--- src/regulator_pkg.sv ---
// Constants, field layout and state codes of the regulator control bank.
// Assumes a 32-bit classic Wishbone slave port with byte addresses.
package regulator_pkg;

  // Register data and bus widths
  localparam int REG_W = 8;
  localparam int ADR_W = 11;
  localparam int IDX_W = 9;

  // Register indices; the byte address is four times the index
  localparam logic [8:0] IDX_BOOST = 9'h066;
  localparam logic [8:0] IDX_REFERENCE_OUTPUT_SUPPLY = 9'h06A;
  localparam logic [8:0] IDX_BACKUP = 9'h06B;
  localparam logic [8:0] IDX_LINA = 9'h06C;

  // Writable bits of each register
  localparam logic [7:0] BOOST_WMASK = 8'h6F;
  localparam logic [7:0] REFERENCE_OUTPUT_SUPPLY_WMASK = 8'h01;
  localparam logic [7:0] BACKUP_WMASK = 8'h07;
  localparam logic [7:0] LINA_WMASK = 8'hFF;

  // Bits loaded from one-time-programmable content at reset
  localparam logic [7:0] BOOST_OTPMASK = 8'h6F;
  localparam logic [7:0] REFERENCE_OUTPUT_SUPPLY_OTPMASK = 8'h00;
  localparam logic [7:0] BACKUP_OTPMASK = 8'h07;
  localparam logic [7:0] LINA_OTPMASK = 8'h1F;

  // Field positions
  localparam int BOOST_STBY_LSB = 5;
  localparam int BOOST_NORM_LSB = 2;
  localparam int BOOST_VOLT_LSB = 0;
  localparam int REFERENCE_OUTPUT_SUPPLY_EN_BIT = 0;
  localparam int BACKUP_VOLT_LSB = 0;
  localparam int LINA_OFFB_BIT = 7;
  localparam int LINA_LPWR_BIT = 6;
  localparam int LINA_STBY_BIT = 5;
  localparam int LINA_EN_BIT = 4;
  localparam int LINA_VOLT_LSB = 0;

  // Switching mode codes
  typedef logic [1:0] sw_mode_t;
  localparam sw_mode_t MODE_OFF = 2'h0;
  localparam sw_mode_t MODE_PFM = 2'h1;
  localparam sw_mode_t MODE_AUTO = 2'h2;
  localparam sw_mode_t MODE_APS = 2'h3;

  // Only legal backup supply voltage code (3.0 V)
  localparam logic [2:0] BACKUP_VOLT_3V0 = 3'h6;

  // Value of all bits not taken from OTP after reset
  localparam logic [7:0] FIXED_RESET = 8'h00;
  localparam logic [31:0] RDATA_RESET = 32'h0000_0000;

  typedef enum logic [2:0] {
    BST_OFF = 3'b001,
    BST_PFM = 3'b010,
    BST_APS = 3'b100
  } boost_state_e;

  typedef enum logic [3:0] {
    LIN_OFF = 4'b0001,
    LIN_ON = 4'b0010,
    LIN_SLEEP = 4'b0100,
    LIN_LOWPWR = 4'b1000
  } lin_state_e;

endpackage
--- src/ctl_byte_reg.sv ---
// One 8-bit control register with per-bit write mask and OTP reset load.
// Assumes the OTP value is stable while reset is held.
`timescale 1ns/1ps
`default_nettype none
module ctl_byte_reg #(
  parameter logic [7:0] WMASK = 8'hFF,
  parameter logic [7:0] OTPMASK = 8'h00
) (
  input wire logic clk,
  input wire logic srst,
  input wire logic [7:0] otp_value,
  input wire logic wr_en,
  input wire logic [7:0] wr_data,
  output logic [7:0] q
);
  import regulator_pkg::*;

  logic [7:0] q_r;
  logic [7:0] q_nxt;

  assign q_nxt = (q_r & ~WMASK) | (wr_data & WMASK);
  assign q = q_r;

  always_ff @(posedge clk)
  begin
    if (srst)
    begin
      q_r <= (otp_value & OTPMASK) | FIXED_RESET;
    end
    else if (wr_en)
    begin
      q_r <= q_nxt;
    end
  end

endmodule // ctl_byte_reg
`default_nettype wire

--- src/regulator_control_regs.sv ---
// Regulator control register bank with Wishbone slave and mode logic.
// Assumes a classic Wishbone master and analog status inputs synchronous
// to clk.
//
// The Wishbone register port was chosen for this implementation.
`timescale 1ns/1ps
`default_nettype none
// Functional notes
// - Boost register bits 6:5 hold standby switching mode, off/PFM/auto/ALWAYS_PULSE_SWITCHING.
// - Boost bits 3:2 hold normal switching mode with the same encoding.
// - Boost bits 1:0 pick output voltage, 5.000 V plus 50 mV steps.
// - Auto mode picks PFM or always-pulse switching from the load current.
// - Start-up sequence enabling auto loads auto into the boost normal mode bits 3:2; standby mode keeps its OTP value.
// - Reference output register bit 0 enables that supply; resets to zero.
// - Backup supply bits 2:0 choose voltage; code 110 is the default.
// - Linear regulator bit 7 picks off or sleep after enable-pin turn-off.
// - Linear regulator bit 6 permits low-power mode under its conditions.
// - Linear regulator bit 5 turns it off during standby.
// - Linear regulator bit 4 enables the regulator.
// - Linear regulator bits 3:0 hold its output voltage code.
// - All registers may be read and written at any time.
// - OTP fields load at reset; unimplemented bits reset to zero.
module regulator_control_regs (
  input wire logic clk,
  input wire logic srst,
  input wire logic wb_cyc,
  input wire logic wb_stb,
  input wire logic wb_we,
  input wire logic [regulator_pkg::ADR_W-1:0] wb_adr,
  input wire logic [3:0] wb_sel,
  input wire logic [31:0] wb_wdata,
  output logic [31:0] wb_rdata,
  output logic wb_ack,
  input wire logic standby,
  input wire logic heavy_load,
  input wire logic pwr_en,
  input wire logic low_power_cond,
  input wire logic startup_auto,
  input wire logic [7:0] otp_boost_ctl,
  input wire logic [7:0] otp_backup_ctl,
  input wire logic [7:0] otp_linear_a_ctl,
  output regulator_pkg::boost_state_e boost_state,
  output logic [1:0] boost_voltage_code,
  output logic reference_output_enable,
  output logic [2:0] backup_supply_voltage_code,
  output regulator_pkg::lin_state_e linear_reg_a_state,
  output logic [3:0] linear_reg_a_voltage_code
);
  import regulator_pkg::*;

  // Index of a byte address matches a register
  function automatic logic addr_hit(
    input logic [ADR_W-1:0] adr,
    input logic [IDX_W-1:0] idx
  );
    addr_hit = (adr[ADR_W-1:2] == idx) && (adr[1:0] == 2'h0);
  endfunction

  // Switching mode to boost state
  function automatic boost_state_e boost_decode(
    input sw_mode_t mode,
    input logic heavy
  );
    boost_decode = BST_OFF;
    case (mode)
      MODE_OFF: boost_decode = BST_OFF;
      MODE_PFM: boost_decode = BST_PFM;
      MODE_AUTO: boost_decode = heavy ? BST_APS : BST_PFM;
      default: boost_decode = BST_APS;
    endcase
  endfunction

  logic ack_r;
  logic [31:0] rdata_r;
  logic [31:0] rdata_nxt;
  boost_state_e boost_state_r;
  boost_state_e boost_state_nxt;
  lin_state_e lin_state_r;
  lin_state_e lin_state_nxt;

  logic [7:0] boost_q;
  logic [7:0] reference_output_supply_q;
  logic [7:0] backup_q;
  logic [7:0] lina_q;
  logic [7:0] boost_otp;

  wire take = wb_cyc && wb_stb && !ack_r;
  wire wr_lane = take && wb_we && wb_sel[0];
  wire hit_boost = addr_hit(wb_adr, IDX_BOOST);
  wire hit_reference_output_supply = addr_hit(wb_adr, IDX_REFERENCE_OUTPUT_SUPPLY);
  wire hit_backup = addr_hit(wb_adr, IDX_BACKUP);
  wire hit_lina = addr_hit(wb_adr, IDX_LINA);
  wire wr_boost = wr_lane && hit_boost;
  wire wr_reference_output_supply = wr_lane && hit_reference_output_supply;
  wire wr_backup = wr_lane && hit_backup;
  wire wr_lina = wr_lane && hit_lina;

  // Register read mux, unmapped addresses read zero
  wire [7:0] rd_byte =
    hit_boost ? boost_q :
    hit_reference_output_supply ? reference_output_supply_q :
    hit_backup ? backup_q :
    hit_lina ? lina_q : 8'h00;
  assign rdata_nxt = wb_we ? RDATA_RESET : {24'h00_0000, rd_byte};

  // Start-up sequence with auto enabled forces auto normal mode
  assign boost_otp = startup_auto ?
    {otp_boost_ctl[7:4], MODE_AUTO, otp_boost_ctl[1:0]} :
    otp_boost_ctl;

  // Field views
  wire sw_mode_t stby_mode = boost_q[BOOST_STBY_LSB+:2];
  wire sw_mode_t norm_mode = boost_q[BOOST_NORM_LSB+:2];
  wire sw_mode_t act_mode = standby ? stby_mode : norm_mode;
  wire lin_offb = lina_q[LINA_OFFB_BIT];
  wire lin_lpwr = lina_q[LINA_LPWR_BIT];
  wire lin_stby = lina_q[LINA_STBY_BIT];
  wire lin_en = lina_q[LINA_EN_BIT];

  assign boost_state_nxt = boost_decode(act_mode, heavy_load);

  // Linear regulator state selection
  always_comb
  begin
    if (!lin_en)
    begin
      lin_state_nxt = LIN_OFF;
    end
    else if (!pwr_en)
    begin
      lin_state_nxt = lin_offb ? LIN_SLEEP : LIN_OFF;
    end
    else if (standby && lin_stby)
    begin
      lin_state_nxt = LIN_OFF;
    end
    else if (lin_lpwr && low_power_cond)
    begin
      lin_state_nxt = LIN_LOWPWR;
    end
    else
    begin
      lin_state_nxt = LIN_ON;
    end
  end

  // Register storage, OTP fields loaded during reset
  ctl_byte_reg #(
    .WMASK(BOOST_WMASK),
    .OTPMASK(BOOST_OTPMASK)
  ) u_boost (
    .clk(clk),
    .srst(srst),
    .otp_value(boost_otp),
    .wr_en(wr_boost),
    .wr_data(wb_wdata[7:0]),
    .q(boost_q)
  );

  ctl_byte_reg #(
    .WMASK(REFERENCE_OUTPUT_SUPPLY_WMASK),
    .OTPMASK(REFERENCE_OUTPUT_SUPPLY_OTPMASK)
  ) u_reference_output_supply (
    .clk(clk),
    .srst(srst),
    .otp_value(FIXED_RESET),
    .wr_en(wr_reference_output_supply),
    .wr_data(wb_wdata[7:0]),
    .q(reference_output_supply_q)
  );

  ctl_byte_reg #(
    .WMASK(BACKUP_WMASK),
    .OTPMASK(BACKUP_OTPMASK)
  ) u_backup (
    .clk(clk),
    .srst(srst),
    .otp_value(otp_backup_ctl),
    .wr_en(wr_backup),
    .wr_data(wb_wdata[7:0]),
    .q(backup_q)
  );

  ctl_byte_reg #(
    .WMASK(LINA_WMASK),
    .OTPMASK(LINA_OTPMASK)
  ) u_lina (
    .clk(clk),
    .srst(srst),
    .otp_value(otp_linear_a_ctl),
    .wr_en(wr_lina),
    .wr_data(wb_wdata[7:0]),
    .q(lina_q)
  );

  // Bus answer: ack registered one cycle after the request, ack drops the cycle after
  always_ff @(posedge clk)
  begin
    if (srst)
    begin
      ack_r <= 1'b0;
      rdata_r <= RDATA_RESET;
    end
    else
    begin
      ack_r <= take;
      if (take)
      begin
        rdata_r <= rdata_nxt;
      end
    end
  end

  // Regulator state registers
  always_ff @(posedge clk)
  begin
    if (srst)
    begin
      boost_state_r <= BST_OFF;
      lin_state_r <= LIN_OFF;
    end
    else
    begin
      boost_state_r <= boost_state_nxt;
      lin_state_r <= lin_state_nxt;
    end
  end

  assign wb_ack = ack_r;
  assign wb_rdata = rdata_r;
  assign boost_state = boost_state_r;
  assign boost_voltage_code = boost_q[BOOST_VOLT_LSB+:2];
  assign reference_output_enable = reference_output_supply_q[REFERENCE_OUTPUT_SUPPLY_EN_BIT];
  assign backup_supply_voltage_code = backup_q[BACKUP_VOLT_LSB+:3];
  assign linear_reg_a_state = lin_state_r;
  assign linear_reg_a_voltage_code = lina_q[LINA_VOLT_LSB+:4];
endmodule // regulator_control_regs
`default_nettype wire

--- config.mk ---
export PLATFORM = sky130hd
export DESIGN_NAME = regulator_control_regs
export DESIGN_NICKNAME = d
export VERILOG_FILES = /design/src/regulator_pkg.sv /design/src/ctl_byte_reg.sv /design/src/regulator_control_regs.sv
export SDC_FILE = /design/constraint.sdc
export NUM_CORES = 1
export LEC_CHECK = 0
export BUFFER_PORTS_ARGS = -buffer_cell sky130_fd_sc_hd__buf_2
export CAP_MARGIN = 15
export CORE_MARGIN = 5
export CORE_UTILIZATION = 35
export DETAILED_ROUTE_END_ITERATION = 12
export MAX_ROUTING_LAYER = met4
export PLACE_DENSITY_LB_ADDON = 0.2
export SETUP_SLACK_MARGIN = 0.05
export SLEW_MARGIN = 25
export SYNTH_ARGS = -nofsm -noshare
export SYNTH_HDL_FRONTEND = slang
export SYNTH_SLANG_ARGS = --single-unit
--- constraint.sdc ---
create_clock -name clk -period 5.6 [get_ports clk]
set_input_delay 1.12 -clock clk [delete_from_list [all_inputs] [get_ports clk]]
set_output_delay 1.12 -clock clk [all_outputs]
set_load 0.02 [all_outputs]
==> results.md <==
* Critical path peak fanout at 7
* Diodes inserted at 0
* CP max-delay cell: or4b_1
* Fin Hold WS at 0.454 ns
* Layout cells sized above 1 at 0.324
* Post-synth EDFFs at 14
* Crit path required time at 5.56 ns
* Die Y at 81.1 um
* Sequential Power Share at 0.482
* Post-Route WL at 4160 um
* Vias in the first global route at 1388
* Post-route setup TNS at 0 ns
* Place WS at 2.18 ns
* Fin crit share at 0.559
* Slew Limit Fails at 0
* GR Util All Layers at 0.131
* IO Port Bufs at 69
* Mapped Cells at 191
* Number of fill cells at 509
* CTS tree: yes
* Sequence of cells on the critical path: buf_2 > or4b_1 > nor3_1 > nand3_1 > nand2b_1
* Maxcap violations at 0
* Buffers & Inverters on Critical Path at 1
* Core area at 4820 sq um
* Register bit total from synthesis at 34
* Clock power share at 0.371
* Initial antenna violation count at 0
* CTS buffer count at 5
* Die area at 6580 sq um
* Gate power share at 0.147
* Synth Area per Inst at 9.26 sq um
* Slew HR at 0.538
* Routed Antenna Nets at 0
* Internal Power at 0.427 mW
* DRC errors left at 0
* Main flop type after synthesis: dfxtp_1
* Setup bufs post-CTS at 0
* Setup WS post-layout at 2.47 ns
* CP top delay family: simple AND/OR/NAND/NOR gates
* DRT Pass-1 Iters at 4
* Initial Util at 0.367
* Synth cell types at 39
* Number of endpoints failing setup at the final stage at 0
* Slowest stage delay, CP at 0.67 ns
* Critical Path End Type: flip-flop
* Pwr Density at 268 nW/um^2
* DRT iter0 DRCs at 44
* Sequential-to-total area share from yosys stat at 0.464
* Post-Syn Area at 1770 sq um
* Vias/cell at 4.57
* Hpwl dp at 3380 um
* Net Sw Power at 0.146 mW
* Nets at 333
* Global route overflow at 0
* Pleak at 0.963 nW
* Critical setup path kind: primary input to flip-flop
* Pin count of the biggest net entering global routing at 37
* Final hold viol count at 0
* Row count at 25
* Synth warnings at 0
* Max IR drop VDD at 88.3 uV
* Post_cts resized at 0
* Routability cong. at 0.793
* H-tree depth at 2
* Design Power at 0.573 mW
* Vias post-DR at 1463
* Min Tclk post-route at 3.13 ns
* Bufs on Longest Clock Path at 2
* Hold Crit Class: flip-flop to flip-flop
* Switching share of power at 0.255
* CTS Hold Bufs at 0
* WP data arrival at 3.09 ns
* Clk_skew at 0.00421 ns
* P&R area growth vs syn at 20.9%
* Async set-reset flop share out of synthesis at 0
* Clock sinks at 34
* First-pass GRT wire length at 6380 um
* Clock latency on the worst-skew pair at 0.28 ns
* CTS Root Cell: clkbuf_8
* Ports at 131
* Die W at 81.1 um
* Routed length per instance at 13.0 um
* RSZ-0062 raised after global routing: no
* Slew @ Worst Pin at 0.691 ns
* Startpoint Class: primary input
* Status: finished, final reports clean
* Peak Freq at 0.319 GHz
* Worst-path clk slew at 0.07 ns
==> worst register-to-register path: cells and delay by family, from the launching register on <==
family,cells,cell delay [ns]
simple gates,4,1.21
flops,1,0.31
==> power groups by stage <==
stage	combinational, mW	clock (mW)	sequential (mW)
after global routing	0.0923	0.232	0.277
after CTS	0.0845	0.217	0.277
final	0.0840	0.213	0.277
after detailed placement	0.0844	0	0.282
after floorplan	0.0643	0	0.287
after global placement	0.0838	0	0.282
==> cells in the mapped netlist (all sizes together), types with 3 or more instances <==
cell type  instances  area (sq um)
or3                3          23.8
nand2b             9          56.3
buf               31           230
nor2b              4          25.0
edfxtp            14           420
o21ai             14          70.1
nand4              4          25.0
nand2             27           101
dfxtp             20           400
a21oi             10          50.1
clkbuf             7          26.3
mux2               3          33.8
nor2               7          26.3
nand3              4          20.0
a22oi              3          22.5
nor3               4          20.0
==> logic make-up after synthesis <==
family | after synthesis | synth area share
flip-flops | 34 | 0.464
buffers and inverters | 39 | 0.147
AO/OA/AOI/OAI | 37 | 0.129
AND/OR/NAND/NOR | 75 | 0.228
other | 1 | 0.00212
multiplexers | 5 | 0.0304
==> state kept, by name (all words and copies together), names as in the netlist <==
register and flops:
u_boost.q 6, u_reference_output_supply.q 1, boost_state 3, u_backup.q 3, u_lina.q 8, linear_reg_a_state 4, wb_rdata 8, wb_ack 1
==> final cells by class <==
type / instances / area, sq um / share of cell area
clock buffer: 8 / 111 / 0.0520
inverter: 1 / 3.75 / 0.00175
multi-input combinational: 141 / 774 / 0.362
sequential: 34 / 821 / 0.384
tap: 67 / 83.8 / 0.0392
timing repair buffer: 69 / 345 / 0.161
==> layer usage <==
metal | up-vias | track usage | part of all wire
met3 | 5 | 0.0266 | 0.081
met4 | 0 | 0.0405 | 0.012
met1 | 648 | 0.173 | 0.45
met5 | - | - | 0
met2 | 66 | 0.204 | 0.46
li1 | 744 | - | -
==> metrics by stage <==
step	std cells	utilization	cell area, sq um
2_1_floorplan	214	-	1860
3_3_place_gp	312	0.421	2030
3_5_place_dp	312	0.421	2030
4_1_cts	320	0.444	2140
5_1_grt	320	0.444	2140
6_report	320	0.444	2140
==> final timing paths <==
path	cells past startpoint	slack [ns]	to	startpoint
max	5	2.47	u_boost.q[2]$_DFFE_PP_	wb_adr[2]
min	2	0.45	wb_rdata[7]$_SDFFE_PP0N_	wb_rdata[7]$_SDFFE_PP0N_
max reg2reg	4	3.75	u_boost.q[2]$_DFFE_PP_	wb_ack$_SDFF_PP0_
min reg2reg	2	0.45	wb_rdata[7]$_SDFFE_PP0N_	wb_rdata[7]$_SDFFE_PP0N_
==> placed cells by master, fill, tap and decap left out, types with 3 or more instances in the layout <==
cell type,synthesis,layout
nand2_1,27,27
o21ai_0,14,14
nor3_1,4,4
nand3_1,4,4
a22oi_1,3,3
buf_2,1,69
nand4_1,4,4
clkbuf_8,0,6
conb_1,1,24
dfxtp_1,20,20
edfxtp_1,14,14
nor2b_1,4,4
a21oi_1,10,10
mux2_2,3,3
nand2b_1,9,9
nor2_1,7,7
No activity file was read; power rests on OpenSTA's default activity.
